File: config.mk
export PLATFORM = sky130hd
export DESIGN_NAME = erc_reset_control
export DESIGN_NICKNAME = d
export VERILOG_FILES = /design/src/pkg/erc_pkg.sv /design/src/rtl/erc_reset_filter.sv /design/src/rtl/erc_phy_reset_timer.sv /design/src/rtl/erc_reset_control.sv
export SDC_FILE = /design/constraint.sdc
export NUM_CORES = 1
export LEC_CHECK = 0
export ABC_AREA = 1
export BUFFER_PORTS_ARGS = -buffer_cell sky130_fd_sc_hd__buf_2
export CAP_MARGIN = 20
export CELL_PAD_IN_SITES_DETAIL_PLACEMENT = 0
export CELL_PAD_IN_SITES_GLOBAL_PLACEMENT = 2
export CORE_AREA = 2 2 106 108
export DETAILED_ROUTE_END_ITERATION = 6
export DIE_AREA = 0 0 108 110
export GPL_ROUTABILITY_DRIVEN = 0
export PLACE_DENSITY = 0.84
export SLEW_MARGIN = 40
export SYNTH_ARGS = -nofsm -noshare
export SYNTH_HDL_FRONTEND = slang
export SYNTH_SLANG_ARGS = --single-unit
File: constraint.sdc
create_clock -name ref_clk -period 1.6 [get_ports ref_clk]
set_input_delay 0.16 -clock ref_clk [delete_from_list [all_inputs] [get_ports ref_clk]]
set_output_delay 0.16 -clock ref_clk [all_outputs]
set_load 0.02 [all_outputs]
File: src/pkg/erc_pkg.sv
`default_nettype none
package erc_pkg;
  // timing
  localparam int CLK_PERIOD_NS    = 40;
  localparam int RST_LOW_MIN_NS   = 400;
  localparam int RST_LOW_CYCLES   = (RST_LOW_MIN_NS + CLK_PERIOD_NS - 1) / CLK_PERIOD_NS;
  localparam int PHY_RST_DELAY_NS = 100000;
  localparam int PHY_RST_CYCLES   = (PHY_RST_DELAY_NS + CLK_PERIOD_NS - 1) / CLK_PERIOD_NS;
  localparam int SRC_HOLD_NS      = 1000;
  localparam int SRC_HOLD_CYCLES  = (SRC_HOLD_NS + CLK_PERIOD_NS - 1) / CLK_PERIOD_NS;

  // serial command opcodes (upper three bits of the first byte)
  localparam logic [2:0] OP_READ  = 3'h0;
  localparam logic [2:0] OP_WRITE = 3'h2;
  localparam logic [2:0] OP_BSET  = 3'h4;
  localparam logic [2:0] OP_BCLR  = 3'h5;
  localparam logic [2:0] OP_SYSRST = 3'h7;

  // register addresses (lower five bits of the first byte)
  localparam logic [4:0] ADDR_PHY_CTRL_LO = 5'h10;
  localparam logic [4:0] ADDR_PHY_CTRL_HI = 5'h11;
  localparam logic [4:0] ADDR_ETH_CTRL    = 5'h1f;

  // ethernet_control_one fields
  localparam int ECTL_TX_RST  = 7;
  localparam int ECTL_RX_RST  = 6;
  localparam int ECTL_TX_REQ  = 3;
  localparam int ECTL_RX_EN   = 2;
  localparam logic [7:0] ECTL_RESET = 8'h00;

  // phy_control_one fields
  localparam int PCTL_SOFT_RST   = 15;
  localparam int PCTL_LOOPBACK   = 14;
  localparam int PCTL_POWER_DOWN = 11;
  localparam int PCTL_DUPLEX     = 8;
  localparam logic [15:0] PCTL_RESET      = 16'h0000;
  localparam logic [15:0] PCTL_STORE_MASK = 16'h4d80;

  typedef struct packed {
    logic sys;
    logic tx;
    logic rx;
    logic phy;
  } erc_resets_s;

  typedef struct packed {
    logic loopback;
    logic powerDown;
    logic fullDuplex;
  } erc_phy_mode_s;

  typedef enum logic [1:0] {
    PH_CMD,
    PH_DATA,
    PH_DONE
  } erc_phase_e;
endpackage : erc_pkg
`default_nettype wire

File: src/rtl/erc_reset_filter.sv
`default_nettype none
module erc_reset_filter (
  // clock and reset
  input  wire logic ref_clk,
  input  wire logic rst,
  // pin side
  input  wire logic resetPinN,
  // filtered level
  output logic      pinResetQ
);
  localparam int CW = $clog2(erc_pkg::RST_LOW_CYCLES + 1) + 1;
  localparam logic [CW-1:0] LIMIT = CW'(erc_pkg::RST_LOW_CYCLES);

  logic [CW-1:0] lowCnt_q;

  // count low cycles, saturating at the limit
  always_ff @(posedge ref_clk) begin
    if (rst || resetPinN) begin
      lowCnt_q <= '0;
    end else if (lowCnt_q != LIMIT) begin
      lowCnt_q <= lowCnt_q + CW'(1);
    end
  end

  // glitch filter
  // a low run of LIMIT cycles or fewer never reaches here
  always_ff @(posedge ref_clk) begin
    if (rst) begin
      pinResetQ <= 1'b0;
    end else begin
      pinResetQ <= !resetPinN && (lowCnt_q == LIMIT);
    end
  end
endmodule : erc_reset_filter
`default_nettype wire

File: src/rtl/erc_phy_reset_timer.sv
`default_nettype none
module erc_phy_reset_timer (
  // clock and reset
  input  wire logic ref_clk,
  input  wire logic rst,
  // control
  input  wire logic start,
  // status
  output logic      busyQ
);
  localparam int CW = $clog2(erc_pkg::PHY_RST_CYCLES + 1);
  localparam logic [CW-1:0] LOAD = CW'(erc_pkg::PHY_RST_CYCLES - 1);

  logic [CW-1:0] cnt_q;

  // self clearing delay
  // a new start while busy is ignored, so the host cannot shorten it
  always_ff @(posedge ref_clk) begin
    if (rst) begin
      busyQ <= 1'b0;
      cnt_q <= '0;
    end else if (!busyQ && start) begin
      busyQ <= 1'b1;
      cnt_q <= LOAD;
    end else if (busyQ) begin
      if (cnt_q == '0) begin
        busyQ <= 1'b0;
      end else begin
        cnt_q <= cnt_q - CW'(1);
      end
    end
  end
endmodule : erc_phy_reset_timer
`default_nettype wire

File: src/rtl/erc_reset_control.sv
// Summary of operation
// - power-on reset loads every register default; packet buffer left undefined
// - system reset while reset pin low or on serial reset command
// - low pulses up to the minimum width on the pin are ignored
// - internal resets never drive the external reset pin low
// - system reset restores registers, keeps packet buffer contents
// - system reset includes transmit-only and receive-only resets
// - writing 1 to transmit reset bit resets transmit logic only
// - transmit reset aborts a frame in flight and clears transmit request
// - transmit-only reset leaves other registers and blocks alone
// - writing 1 to receive reset bit resets receive logic only
// - receive reset clears receive enable and aborts frame being received
// - receive-only reset leaves other registers and blocks alone
// - bit 15 of PHY control resets PHY and its registers
// - PHY reset bit holds for a delay then clears itself
// - bit 14 loops transmit data back and disables twisted pair
// - bit 11 shuts the PHY down
// - bit 8 selects full duplex when 1, half when 0
// - host sets transmit request; device clears it on finish or abort
`default_nettype none
module erc_reset_control (
  // clock and power-on reset
  input  wire logic                   ref_clk,
  input  wire logic                   rst,
  // external reset pin, input only
  input  wire logic                   resetPinN,
  // serial host port
  input  wire logic                   spiCsN,
  input  wire logic                   spiSck,
  input  wire logic                   spiMosi,
  output logic                        spiMiso,
  output logic                        spiMisoOe,
  // transmit engine
  input  wire logic                   txFrameDone,
  output logic                        txRequest,
  // receive engine
  output logic                        rxEnable,
  // reset fan-out
  output erc_pkg::erc_resets_s        resets,
  // PHY controls
  output erc_pkg::erc_phy_mode_s      phyMode
);

  // reset sources
  logic                   pinResetQ;
  logic                   srcPulse;
  logic                   srcActive_q;
  logic [7:0]             srcCnt_q;
  logic                   sysReset;
  logic                   regRst;

  // serial engine
  logic                   sckPrev_q;
  logic                   sckRise;
  logic                   sckFall;
  erc_pkg::erc_phase_e    phase_q;
  logic [2:0]             bitCnt_q;
  logic [7:0]             inShift_q;
  logic [7:0]             outShift_q;
  logic [2:0]             opcode_q;
  logic [4:0]             addr_q;
  logic [7:0]             byteIn;
  logic                   byteDone;
  logic                   wrStrobe;
  logic [7:0]             wrData;

  // registers
  logic [7:0]             ethCtrl_q;
  logic [15:0]            phyCtrl_q;
  logic                   phyBusy;
  logic                   phyStart;
  logic [7:0]             rdData;
  logic [7:0]             ethNew;
  logic [15:0]            phyNew;

  erc_reset_filter u_filter (
    .ref_clk   (ref_clk),
    .rst       (rst),
    .resetPinN (resetPinN),
    .pinResetQ (pinResetQ)
  );

  // ---------------------------------------------------------------
  // system reset
  // ---------------------------------------------------------------

  // serial reset command
  // the command is stretched so every path sees a full reset window
  always_ff @(posedge ref_clk) begin
    if (rst) begin
      srcActive_q <= 1'b0;
      srcCnt_q    <= 8'h00;
    end else if (srcPulse) begin
      srcActive_q <= 1'b1;
      srcCnt_q    <= 8'(erc_pkg::SRC_HOLD_CYCLES - 1);
    end else if (srcActive_q) begin
      if (srcCnt_q == 8'h00) begin
        srcActive_q <= 1'b0;
      end else begin
        srcCnt_q <= srcCnt_q - 8'h01;
      end
    end
  end

  assign sysReset = pinResetQ | srcActive_q;

  // system reset clears registers
  // no buffer storage lives here, so buffer contents are untouched
  assign regRst = rst | sysReset;

  // ---------------------------------------------------------------
  // serial host interface, mode 0, sampled on ref_clk
  // ---------------------------------------------------------------

  // sck must stay below a quarter of ref_clk for edge detection
  always_ff @(posedge ref_clk) begin
    if (rst) begin
      sckPrev_q <= 1'b0;
    end else begin
      sckPrev_q <= spiSck;
    end
  end

  assign sckRise  = spiSck & ~sckPrev_q & ~spiCsN;
  assign sckFall  = ~spiSck & sckPrev_q & ~spiCsN;
  assign byteIn   = {inShift_q[6:0], spiMosi};
  assign byteDone = sckRise && (bitCnt_q == 3'h7);

  // host interface state survives system reset so a command can finish
  always_ff @(posedge ref_clk) begin
    if (rst || spiCsN) begin
      phase_q  <= erc_pkg::PH_CMD;
      bitCnt_q <= 3'h0;
    end else if (sckRise) begin
      bitCnt_q <= bitCnt_q + 3'h1;
      if (byteDone) begin
        case (phase_q)
          erc_pkg::PH_CMD: begin
            phase_q <= (byteIn[7:5] == erc_pkg::OP_SYSRST) ? erc_pkg::PH_DONE : erc_pkg::PH_DATA;
          end
          erc_pkg::PH_DATA: begin
            phase_q <= erc_pkg::PH_DONE;
          end
          erc_pkg::PH_DONE: begin
            phase_q <= erc_pkg::PH_DONE;
          end
          default: begin
            phase_q <= erc_pkg::PH_CMD;
          end
        endcase
      end
    end
  end

  always_ff @(posedge ref_clk) begin
    if (rst) begin
      inShift_q <= 8'h00;
    end else if (sckRise) begin
      inShift_q <= byteIn;
    end
  end

  always_ff @(posedge ref_clk) begin
    if (rst) begin
      opcode_q <= 3'h0;
      addr_q   <= 5'h00;
    end else if (byteDone && phase_q == erc_pkg::PH_CMD) begin
      opcode_q <= byteIn[7:5];
      addr_q   <= byteIn[4:0];
    end
  end

  // read data is loaded after the command byte, shifted on falling edges
  always_ff @(posedge ref_clk) begin
    if (rst || spiCsN) begin
      outShift_q <= 8'h00;
    end else if (byteDone && phase_q == erc_pkg::PH_CMD) begin
      outShift_q <= rdData;
    end else if (sckFall && phase_q == erc_pkg::PH_DATA && bitCnt_q != 3'h0) begin
      outShift_q <= {outShift_q[6:0], 1'b0};
    end
  end

  always_comb begin
    spiMiso   = outShift_q[7];
    spiMisoOe = ~spiCsN;
  end

  assign srcPulse = byteDone && phase_q == erc_pkg::PH_CMD && byteIn[7:5] == erc_pkg::OP_SYSRST;
  assign wrStrobe = byteDone && phase_q == erc_pkg::PH_DATA &&
                    (opcode_q == erc_pkg::OP_WRITE || opcode_q == erc_pkg::OP_BSET ||
                     opcode_q == erc_pkg::OP_BCLR);
  assign wrData   = byteIn;

  // ---------------------------------------------------------------
  // register read and write
  // ---------------------------------------------------------------

  function automatic logic [7:0] apply_op(input logic [2:0] op, input logic [7:0] old, input logic [7:0] val);
    logic [7:0] res;
    res = val;
    if (op == erc_pkg::OP_BSET) begin
      res = old | val;
    end else if (op == erc_pkg::OP_BCLR) begin
      res = old & ~val;
    end
    return res;
  endfunction : apply_op

  always_comb begin
    case (addr_q == 5'h00 ? byteIn[4:0] : byteIn[4:0])
      erc_pkg::ADDR_ETH_CTRL:    rdData = ethCtrl_q;
      erc_pkg::ADDR_PHY_CTRL_HI: rdData = phyCtrl_q[15:8];
      erc_pkg::ADDR_PHY_CTRL_LO: rdData = phyCtrl_q[7:0];
      default:                   rdData = 8'h00;
    endcase
  end

  assign ethNew = apply_op(opcode_q, ethCtrl_q, wrData);

  always_comb begin
    phyNew = phyCtrl_q;
    if (addr_q == erc_pkg::ADDR_PHY_CTRL_HI) begin
      phyNew[15:8] = apply_op(opcode_q, phyCtrl_q[15:8], wrData);
    end else if (addr_q == erc_pkg::ADDR_PHY_CTRL_LO) begin
      phyNew[7:0] = apply_op(opcode_q, phyCtrl_q[7:0], wrData);
    end
  end

  // ethernet_control_one
  always_ff @(posedge ref_clk) begin
    if (regRst) begin
      // both path resets follow system reset
      ethCtrl_q <= erc_pkg::ECTL_RESET;
    end else begin
      if (wrStrobe && addr_q == erc_pkg::ADDR_ETH_CTRL) begin
        ethCtrl_q <= ethNew;
        if (ethNew[erc_pkg::ECTL_TX_RST]) begin
          ethCtrl_q[erc_pkg::ECTL_TX_REQ] <= 1'b0;
        end
        if (ethNew[erc_pkg::ECTL_RX_RST]) begin
          ethCtrl_q[erc_pkg::ECTL_RX_EN] <= 1'b0;
        end
      end else begin
        // clear request on completion
        // a host write in the same cycle wins, so a new request is never lost
        if (txFrameDone || ethCtrl_q[erc_pkg::ECTL_TX_RST]) begin
          ethCtrl_q[erc_pkg::ECTL_TX_REQ] <= 1'b0;
        end
        if (ethCtrl_q[erc_pkg::ECTL_RX_RST]) begin
          ethCtrl_q[erc_pkg::ECTL_RX_EN] <= 1'b0;
        end
      end
    end
  end

  assign phyStart = wrStrobe && addr_q == erc_pkg::ADDR_PHY_CTRL_HI && phyNew[erc_pkg::PCTL_SOFT_RST];

  erc_phy_reset_timer u_phy_timer (
    .ref_clk (ref_clk),
    .rst     (regRst),
    .start   (phyStart),
    .busyQ   (phyBusy)
  );

  // phy_control_one
  always_ff @(posedge ref_clk) begin
    if (regRst) begin
      phyCtrl_q <= erc_pkg::PCTL_RESET;
    end else if (phyStart || phyBusy) begin
      // PHY registers to default
      // writes during the reset are dropped
      phyCtrl_q <= erc_pkg::PCTL_RESET;
      phyCtrl_q[erc_pkg::PCTL_SOFT_RST] <= 1'b1;
    end else if (phyCtrl_q[erc_pkg::PCTL_SOFT_RST]) begin
      phyCtrl_q <= erc_pkg::PCTL_RESET;
    end else if (wrStrobe) begin
      phyCtrl_q <= phyNew & erc_pkg::PCTL_STORE_MASK;
    end
  end

  // ---------------------------------------------------------------
  // outputs
  // ---------------------------------------------------------------

  always_comb begin
    // reset pin is never driven
    // the pin has no output path; internal resets only fan out here
    resets.sys = sysReset;
    // held while the bit is set
    resets.tx  = sysReset | ethCtrl_q[erc_pkg::ECTL_TX_RST];
    // held while the bit is set
    resets.rx  = sysReset | ethCtrl_q[erc_pkg::ECTL_RX_RST];
    resets.phy = sysReset | phyBusy | phyCtrl_q[erc_pkg::PCTL_SOFT_RST];
  end

  assign rxEnable  = ethCtrl_q[erc_pkg::ECTL_RX_EN];
  assign txRequest = ethCtrl_q[erc_pkg::ECTL_TX_REQ];

  always_comb begin
    phyMode.loopback   = phyCtrl_q[erc_pkg::PCTL_LOOPBACK];
    phyMode.powerDown  = phyCtrl_q[erc_pkg::PCTL_POWER_DOWN];
    phyMode.fullDuplex = phyCtrl_q[erc_pkg::PCTL_DUPLEX];
  end
endmodule : erc_reset_control
`default_nettype wire

## Yosys cells after proc, flatten, opt, wreduce, memory -nomap -nowiden

Cells that the tools add are included.
Widths: inputs -> output; s select.

| word-level totals | value |
|---|---|
| register bits | 71 |
| input bits | 7 |
| output and inout bits | 11 |
| word-level logic and storage cells | 139 |

| cells by class | value |
|---|---|
| add/subtract/negate cells | 4 |
| equality and inequality tests | 17 |
| mux-type cells | 34 |
| bitwise gates (word level) | 23 |
| reductions and logical operators | 40 |

Operators with widths:

| cell | count |
|---|---|
| $mux 8 | 11 |
| $mux 12 | 3 |
| $eq 5x5->1 const B | 6 |
| $mux 15 | 2 |
| $and 8x8->8 | 3 |
| $or 8x8->8 | 3 |
| $pmux 8 s3 | 1 |
| $mux 16 | 1 |
| $mux 5 | 3 |
| $eq 3x3->1 const B | 4 |
| $logic_and 1x1->1 | 12 |
| $logic_not 12->1 | 1 |
| $reduce_and 2->1 | 6 |
| $sub 12x1->12 const B | 1 |
| $mux 1 | 10 |
| $reduce_bool 2->1 | 5 |
| $logic_not 8->1 | 1 |
| $not 8->8 | 1 |
| $sub 8x1->8 const B | 1 |
| $logic_or 1x1->1 | 6 |
| $not 1->1 | 6 |
| $or 1x1->1 | 6 |
| $reduce_or 2->1 | 3 |
| $add 5x1->5 const B | 1 |
| 16 further kinds | 21 |

## Longest topological paths before layout

Gate-level depths: netlist of run 1.

| logic depth | value |
|---|---|
| depth after elaboration | 11 |
| mapped depth | 11 |

## Cells and area by module

A second synthesis of run 1 with hierarchy kept.

| second synthesis, totals | value |
|---|---|
| cell total of the unflattened synthesis | 585 |
| area total of the unflattened synthesis | 3962.6 sq um |

Modules (own cells, without submodules):

| module | instances | cells an instance | area each (sq um) |
|---|---|---|---|
| erc_reset_control | 1 | 422 | 2825.2 |
| erc_phy_reset_timer | 1 | 126 | 852.1 |
| erc_reset_filter | 1 | 37 | 285.3 |

## Worst setup path before layout of run 1

No wires, ideal clock.

| timing | value |
|---|---|
| path kind | reg-to-reg |
| start | register u_phy_timer.cnt_q[0] |
| end | register u_phy_timer.cnt_q[7] |
| setup time | 0.109 ns |
| data arrival time | 1.357 ns |
| required time | 1.491 ns |
| slack | 0.133 ns |
| cell stages (with the launch flop) | 12 |
| buffers on the path | 1 |
| clock period less this slack | 1.467 ns |
| cells stage by stage | dfxtp_1 > inv_1 > ha_1 > nand2_1 > nor2_2 > nand2_2 > nand2_2 > buf_6 > o21ai_0 > nand3_1 > nand2_1 > inv_1 |

| on the way | value |
|---|---|
| word-level cells in the longest chain between the ends | 4 |

RTL lines:

| item | RTL line | source |
|---|---|---|
| start, declared | erc_phy_reset_timer.sv:14 | `logic [CW-1:0] cnt_q;` |
| start signal, assigned | erc_phy_reset_timer.sv:29 | `cnt_q <= cnt_q - CW'(1);` |
| $sub 12x1->12 | erc_phy_reset_timer.sv:29 |  |
| $mux 12 | erc_phy_reset_timer.sv:26 | `if (cnt_q == '0) begin` |
| $mux 12 | erc_phy_reset_timer.sv:25 | `end else if (busyQ) begin` |
| $mux 12 | erc_phy_reset_timer.sv:22 | `end else if (!busyQ && start) begin` |

Several ways; a longest one is shown, not always the timed one. The select of a mux whose other input is x is not followed.
A chain may end at the register's enable or synchronous reset.

## Worst setup path after layout of run 1

| timing | value |
|---|---|
| start | register bitCnt_q[1] |
| end | register phyCtrl_q[14] |

| on the way | value |
|---|---|
| word-level cells in the longest chain between the ends | 8 |

RTL lines:

| item | RTL line | source |
|---|---|---|
| start, declared | erc_reset_control.sv:57 | `logic [2:0] bitCnt_q;` |
| start signal, assigned | erc_reset_control.sv:135 | `bitCnt_q <= bitCnt_q + 3'h1;` |
| $eq 3x3->1 (*) | erc_reset_control.sv:127 | `assign byteDone = sckRise && (bitCnt_q == 3'h7);` |
| $logic_and 1x1->1 (*) | erc_reset_control.sv:127 |  |
| $logic_and 1x1->1 (*) (2 in a row) | erc_reset_control.sv:190 | `assign wrStrobe = byteDone && phase_q == erc_pkg::PH_DATA &&` |
| $logic_and 1x1->1 (2 in a row) | erc_reset_control.sv:257 | `assign phyStart = wrStrobe && addr_q == erc_pkg::ADDR_PHY_CTRL_HI && phyNew[erc_pkg::PCTL_SOFT_RST];` |
| $logic_or 1x1->1 | erc_reset_control.sv:270 | `end else if (phyStart \|\| phyBusy) begin` |
| $reduce_or 3->1 (no source line) | -- |  |
| end signal, assigned | erc_reset_control.sv:269 | `phyCtrl_q <= erc_pkg::PCTL_RESET;` |
| end signal, assigned | erc_reset_control.sv:273 | `phyCtrl_q <= erc_pkg::PCTL_RESET;` |
| end signal, assigned | erc_reset_control.sv:276 | `phyCtrl_q <= erc_pkg::PCTL_RESET;` |
| end, declared | erc_reset_control.sv:69 | `logic [15:0] phyCtrl_q;` |

Mark *: on every way between the ends. The rest lies on a longest branch, timed or not.

==> metrics.md, run 1 <==
| Metric | Value |
|---|---|
| Top cells by area, synth | `dfxtp_1, nand2_1, inv_1` |
| Total GRT Usage | `17.10%` |
| Final hold vios | `0` |
| Synth Warn # | `0` |
| Worst EP arrival | `1840 ps` |
| Slew Viols, Final | `0` |
| Die area | `0.01188 mm2` |
| Net Count, Synth | `536` |
| Die width | `108 um` |
| Top cells by count, synth | `nand2_1, inv_1, dfxtp_1` |
| Clk_skew | `17.68 ps` |
| Synthesized area | `between 0.003 and 0.004 mm2` |
| Synth area leader | `dfxtp_1` |
| Worst path cell trace | `ha_4 > ha_4 > nand4_2 > nor2_4 > buf_4 > nand3_1 > o21ai_0 > nor2_1` |
| R2R depth | `8` |
| Max_slew headroom | `71.75%` |
| HP Class | `in -> reg` |
| Largest net degree at the start of global routing | `17` |
| Post-synthesis instance total | `518` |
| Remaining DRCs | `0` |
| Initial Util | `between 30% and 40%` |
| WHS Endpoint | `u_filter.lowCnt_q[4]` |
| Final WL | `between 9000 and 10000 um` |
| Fin crit period | `1576 ps` |
| Most common cell in the synthesized netlist | `nand2_1` |
| Syn Area/Cell | `7.058 um2` |
| Switching Share | `23.71%` |
| Post-Route Setup TNS | `0 ps` |
| Post-synth ARST share | `0%` |
| Reg2reg start | `bitCnt_q[1]` |
| Critical Path RT | `1860 ps` |
| Cts hold-fix bufs | `0` |
| Die Y | `between 100 and 150 um` |
| Detailed Place HPWL | `between 6000 and 7000 um` |
| Final core utilization | `approximately two fifths` |
| Area Growth Syn to Fin | `19.71%` |
| DRT iter0 DRCs | `202` |
| Core area | `around 0.011 mm2` |
| Worst-skew pair later-pin latency | `370 ps` |
| Reg power frac | `between 50% and 60%` |
| Logic pwr share | `4.8%` |
| Number of global-route vias before repair | `3293` |
| Htree depth | `3` |
| Status | `finished, final reports clean` |
| Routed Antenna Nets | `0` |
| Clock root buffer | `clkbuf_8` |
| R2R Setup Slk | `~24 ps` |
| Period utilisation layout | `98.48%` |
| Leak | `1.854 nW` |
| Max-cap violations | `0` |
| Pin slew with the least headroom to its limit | `~420 ps` |
| F_max | `about 630 MHz` |
| Sequential area share after synthesis | `38.88%` |
| Initial antenna violation count | `0` |
| TritonCTS buffer count | `9` |
| Vias per cell | `4.915` |
| Deepest clock path buffer count | `2` |
| I/O pins | `18` |
| N_diodes | `0` |
| Grt ovf | `0` |
| First-pass GRT wire length | `about 16000 um` |
| Post-synth EDFFs | `0` |
| Power Dens Cells | `788.4 mW/mm2` |
| Via count | `3465` |
| P_int | `~2.6 mW` |
| Yosys cell types | `35` |
| Worst R2R End | `phyCtrl_q[14]` |
| Nets | `579` |
| Crit Path Max Fanout | `5` |
| Synthesized flop and latch total | `around 70` |
| CP max-delay cell | `dfxtp_2` |
| Max incr delay on CP | `360 ps` |
| Crit path launch type | `register` |
| Finished Layout Cells | `705` |
| Ys flop type | `dfxtp_1` |
| CP endpoint kind | `register` |
| Share of the synthesized area in the top cell type | `38.88%` |
| Cell repeated most along the worst path | `ha_4` |
| CTS tree | `built` |
| Share of layout cells above drive strength 1 | `a little over a fifth` |
| Source of the worst hold timing path | `resetPinN` |
| Clock sink count | `71` |
| Dpl cells | `686` |
| I/O Buffers | `17` |
| RSZ-0062 raised after global routing | `true` |
| Rows | `38` |
| Worst-path clk slew | `90 ps` |
| P_sw | `818.2 uW` |
| Worst setup path class | `reg -> reg` |
| VDD IR max | `604.2 uV` |
| Hold Crit Depth | `4` |
| Clock Power Share | `43.0%` |
| Final setup fails | `0` |
| Drt pass-1 iters | `5` |
| Drt wl/cell | `13.42 um` |
## area by class of cell
cell class | instances | area (um2)
inverters | 82 | 307.8
clock inverters | 3 | 42.54
flip-flops and latches | 71 | 1429
well taps | 140 | 175.2
clock buffers | 12 | 155.1
repair buffers | 44 | 287.8
multi-input cells | 353 | 1979
fillers | 1145 | 6321
## worst max-delay path: cells and delay by family (launching register included)
kind | cells | cell delay [ps]
DFF | 1 | 360
buffers and inverters | 1 | 160
and+or+nand+nor | 4 | 510
AOI/OAI and AO/OA | 1 | 170
adders and majority gates | 2 | 270
## power groups by stage
stage / sequential [mW] / combinational (mW) / clock [mW]
final: 1.80 / 0.166 / 1.48
after global routing: 1.80 / 0.188 / 1.62
after CTS: 1.80 / 0.163 / 1.54
after detailed placement: 1.84 / 0.160 / 0
after global placement: 1.84 / 0.160 / 0
after floorplan: 1.84 / 0.0940 / 0
## stage by stage
stage          worst slack (ps)  power, mW  hold WS, ps  cell area (um2)
4_1_cts                   16.04      3.504        59.33             4247
2_1_floorplan             133.3      1.933        285.4             3656
6_report                  24.38      3.450        82.84             4377
3_3_place_gp             -62.36      1.999        436.5             4018
3_5_place_dp             -65.83      1.999        449.5             4018
5_1_grt                  -69.50      3.608        78.13             4377
## worst max-delay path by stage
stage	startpoint	end	slack (ps)	cells after the start
after detailed placement	bitCnt_q[0]	ethCtrl_q[3]	-70	8
after CTS	u_phy_timer.cnt_q[0]	u_phy_timer.cnt_q[6]	20	11
final	bitCnt_q[1]	phyCtrl_q[14]	20	8
after floorplan	u_phy_timer.cnt_q[0]	u_phy_timer.cnt_q[7]	130	11
after global placement	bitCnt_q[0]	ethCtrl_q[3]	-60	8
after global routing	bitCnt_q[1]	u_phy_timer.cnt_q[3]	-70	9
## routing by layer
layer | track usage [%] | wire length, um | vias to the layer above
met5 | 0 | 0 | -
met1 | 21.50 | 4343 | 1598
met3 | 3.645 | 307 | 15
met4 | 7.875 | 204 | 0
li1 | - | - | 1787
met2 | 28.17 | 4604 | 65
## cell families (layout without fill, tap and decap cells)
| group | after synthesis | count (layout) | share of synthesized area [%] |
|---|---|---|---|
| DFF | 71 | 71 | 38.88 |
| xor gates and xnor gates | 7 | 7 | 1.677 |
| adders and majority gates | 11 | 11 | 3.764 |
| buffers and inverters | 96 | 141 | 10.78 |
| and+or+nand+nor | 210 | 212 | 27.07 |
| AOI/OAI and AO/OA | 123 | 123 | 17.83 |
## registers in the layout, summed over array words and instances (netlist names), 2 cells and up
name / cells
inShift_q: 7
u_phy_timer.cnt_q: 12
phase_q: 2
bitCnt_q: 3
outShift_q: 8
addr_q: 5
ethCtrl_q: 8
opcode_q: 3
srcCnt_q: 8
u_filter.lowCnt_q: 5
phyCtrl_q: 6
## layout by cell type (no fill, tap or decap), types with 2 or more instances in the layout
cell type / n
inv_1: 71
inv_2: 10
nor3_1: 10
clkbuf_8: 11
buf_2: 17
nor2_2: 4
nand3_1: 33
o21ai_0: 49
xor2_1: 6
nand2_4: 6
buf_4: 27
ha_1: 8
o22ai_1: 6
nand3_4: 2
ha_4: 2
nand2_2: 9
a21oi_1: 46
nor3_2: 2
nand4_1: 10
nor2_4: 8
a21oi_2: 6
a22oi_1: 3
nand3_2: 3
nor2_1: 42
dfxtp_2: 6
o21ai_1: 8
dfxtp_1: 65
o31ai_1: 2
nand2_1: 81
## what timing repair did
action | in CTS | in global routing
endpoints found under the setup margin | 12 | 49
buffers inserted | 0 | 2
resized for setup | 7 | 36
pin swaps | 0 | 10
gates cloned | 0 | 2
Power figures use the tool's default switching activity.
==> inputs of run 2 (changes only) <==
--- a/config.mk
+++ b/config.mk
@@ -10,12 +10,15 @@
 export CAP_MARGIN = 20
 export CELL_PAD_IN_SITES_DETAIL_PLACEMENT = 0
 export CELL_PAD_IN_SITES_GLOBAL_PLACEMENT = 2
-export CORE_AREA = 2 2 106 108
+export CORE_AREA = 2 2 110 112
 export DETAILED_ROUTE_END_ITERATION = 6
-export DIE_AREA = 0 0 108 110
+export DIE_AREA = 0 0 112 114
 export GPL_ROUTABILITY_DRIVEN = 0
-export PLACE_DENSITY = 0.84
+export PLACE_DENSITY = 0.85
+export RECOVER_POWER = 100
+export SETUP_SLACK_MARGIN = 0.15
 export SLEW_MARGIN = 40
 export SYNTH_ARGS = -nofsm -noshare
 export SYNTH_HDL_FRONTEND = slang
+export SYNTH_HIERARCHICAL = 1
 export SYNTH_SLANG_ARGS = --single-unit
==> run 2 against run 1 <==
Net effect: utilization grew 1.8 points; sequential power is essentially flat; clock-buffer cell count shrank 1; combinational power grew 10%; first-iteration DRC count shrank 4.5%; largest power group is now clock; highest routed layer unchanged.
==> metrics.md, run 2 <==
| Metric | Value |
|---|---|
| Drt pass-1 iters | `4 (-1)` |
| Pre-CTS setup slack | `16.24 ps (+82.07 ps)` |
| WL met2 | `5048 um (+9.6%)` |
| Synth Warn # | `6 (+6)` |
| Share of layout cells above drive strength 1 | `20.78% (-0.28 points)` |
| Top cells by count, synth | `nand2_1, inv_1, dfxtp_1` |
| Share of the synthesized area in the top cell type | `35.87% (-3.0 points)` |
| Met3 wire len | `306 um (-0.33%)` |
| Remaining DRCs | `0 (unchanged)` |
| Worst EP arrival | `1730 ps (-110 ps)` |
| Clock sink count | `71 (unchanged)` |
| Detailed Place HPWL | `7849 um (+13%)` |
| Initial Util | `33.84% (-0.34 points)` |
| Post-synth ARST share | `0% (unchanged)` |
| CTS tree | `built` |
| Crit Path Max Fanout | `8 (+3)` |
| Fin area | `0.004999 mm2 (+14%)` |
| Nets | `654 (+13%)` |
| Synthesized area | `0.003963 mm2 (+8.4%)` |
| RSZ-0062 raised after global routing | `true` |
| Area Growth Syn to Fin | `26.14%` |
| Clock root buffer | `clkbuf_16` |
| M1 wire length | `5016 um (+15%)` |
| Vias per cell | `4.844 (-1.4%)` |
| Htree depth | `3 (unchanged)` |
| Synthesized flop and latch total | `71 (unchanged)` |
| Power Dens Cells | `869.7 mW/mm2 (+10%)` |
| DRT iter0 DRCs | `193 (-4.5%)` |
| Via count | `3812 (+10%)` |
| Final setup fails | `0 (unchanged)` |
| Max_slew headroom | `73.70% (+1.9 points)` |
| Largest register by flop count | `u_phy_timer/cnt_q` |
| Crit path launch type | `register` |
| Ys flop type | `dfxtp_1` |
| Most common cell in the synthesized netlist | `nand2_1` |
| Top cells by area, synth | `dfxtp_1, nand2_1, inv_1` |
| Worst setup path class | `reg -> reg` |
| Commonest non-fill, non-tap cells in the layout | `nand2_1, inv_1, dfxtp_1` |
| TritonCTS buffer count | `9 (unchanged)` |
| HP Class | `in -> reg` |
| Number of global-route vias before repair | `3698 (+12%)` |
| First-pass GRT wire length | `17720 um (+13%)` |
| Period utilisation layout | `93.50% (-5.0 points)` |
| Post-route setup slack | `104.0 ps (+79.60 ps)` |
| Final core utilization | `42.68% (+1.8 points)` |
| Status | `finished, final reports clean` |
| Die area | `0.01277 mm2 (+7.5%)` |
| Largest net degree at the start of global routing | `19 (+2)` |
| Logic pwr share | `4.2% (-0.6 points)` |
| VDD IR max | `408.8 uV (-32%)` |
| Deepest clock path buffer count | `2 (unchanged)` |
| Slew Viols, Final | `0 (unchanged)` |
| Top sig layer | `met4` |
| Switching Share | `21.64% (-2.1 points)` |
| Clk_skew | `8.222 ps (-9.456 ps)` |
| Worst-path clk slew | `60 ps (-30 ps)` |
| Post-synth EDFFs | `0 (unchanged)` |
| Rows | `40 (+5.3%)` |
| P_sw | `940.8 uW (+15%)` |
| Reg power frac | `41.5% (-11 points)` |
| Fin crit period | `1496 ps (-79.60 ps)` |
| Syn Area/Cell | `6.774 um2 (-4.0%)` |
| Yosys cell types | `30 (-14%)` |
| Max reg flops | `12 (unchanged)` |
| Total GRT Usage | `17.35% (+0.25 points)` |
| Die width | `112 um (+3.7%)` |
| Post-Route Setup TNS | `0 ps (unchanged)` |
| Grt ovf | `0 (unchanged)` |
| I/O pins | `18 (unchanged)` |
| Net Count, Synth | `604 (+13%)` |
| Core area | `0.01171 mm2 (+9.5%)` |
| Critical Path RT | `1830 ps (-30 ps)` |
| Clock Power Share | `54.3% (+11 points)` |
| Initial antenna violation count | `0 (unchanged)` |
| Final WL | `10610 um (+12%)` |
| Drt wl/cell | `13.48 um (+0.47%)` |
| Post-DP Area | `0.004423 mm2 (+10%)` |
| Routed Antenna Nets | `0 (unchanged)` |
| I/O Buffers | `17 (unchanged)` |
| Worst-skew pair later-pin latency | `340 ps (-30 ps)` |
| Leading cell type in the layout, fill and taps excluded | `nand2_1` |
| CP endpoint kind | `register` |
| P_int | `3.407 mW (+29%)` |
| Pin slew with the least headroom to its limit | `394.6 ps (-25.58 ps)` |
| Max-cap violations | `0 (unchanged)` |
| Final hold vios | `0 (unchanged)` |
| Die Y | `114 um (+3.6%)` |
| Sequential area share after synthesis | `35.87% (-3.0 points)` |
| N_diodes | `0 (unchanged)` |
| Post-synthesis instance total | `585 (+13%)` |
| Synth area leader | `dfxtp_1` |
| Leak | `2.174 nW (+17%)` |
| F_max | `668.4 MHz (+5.3%)` |
[run 2: kinds of logic (layout without fill, tap and decap cells)]
group                      count (synthesis)  count (layout)  share of synthesized area (%)
and+or+nand+nor                          289             290                          35.11
xor gates and xnor gates                   5               5                          1.105
buffers and inverters                     95             149                          9.662
adders and majority gates                 12              12                          3.789
DFF                                       71              71                          35.87
AOI/OAI and AO/OA                        113             113                          14.46
[run 2: layout make-up]
cell class,count,area (um2)
fill,1220,6713
clock inverter,5,105.1
tap,147,183.9
clock buffer,11,242.7
inverter,83,311.5
multi-input combinational,420,2380
timing repair buffer,50,341.6
sequential,71,1434
[run 2: power by group through the flow]
stage,Combinational [mW],Sequential (mW),Clock [mW]
6_report,0.183,1.80,2.36
5_1_grt,0.205,1.81,2.47
4_1_cts,0.182,1.80,2.41
3_5_place_dp,0.179,1.84,0
3_3_place_gp,0.178,1.84,0
2_1_floorplan,0.108,1.84,0
[run 2: repair_timing]
item,4_1_cts,5_1_grt
hold buffers,0,0
pin swaps,11,13
setup buffers,2,3
cloned,1,0
resized for setup,20,53
setup endpoints to repair,29,52
[run 2: layer usage]
metal  vias to the layer above  global-route usage [%]
met2                        62                   29.62
met5                         -                       0
met4                         0                   8.049
met3                        19                   2.338
li1                       1995                       -
met1                      1736                   21.86
[run 2: stage by stage]
stage / power, mW / hold WS (ps) / instances
2_1_floorplan: 1.947 / 229.1 / 585
3_3_place_gp: 2.020 / 451.5 / 765
3_5_place_dp: 2.021 / 456.9 / 765
4_1_cts: 4.390 / 104.7 / 784
5_1_grt: 4.486 / 110.8 / 787
6_report: 4.347 / 112.3 / 787
[run 2: path summary, 6_finish.rpt]
| check | startpoint | end | slack, ps | cells after the start |
|---|---|---|---|---|
| hold reg to reg | srcCnt_q[0] | srcCnt_q[0] | 460 | 2 |
| setup / recovery | bitCnt_q[0] | u_phy_timer/cnt_q[6] | 100 | 11 |
| hold / removal | spiSck | sckPrev_q | 110 | 3 |
| setup reg to reg | bitCnt_q[0] | u_phy_timer/cnt_q[6] | 100 | 11 |
[run 2: worst max-delay path: stages, from the launching register on]
cell and delay [ps]:
dfxtp_2 350, ha_4 140, ha_4 130, nand4_1 120, nor2_2 150, nand3_2 90
inv_2 80, nand2_4 80, nand3_1 100, nand3_2 60, nand2_1 60, inv_1 40
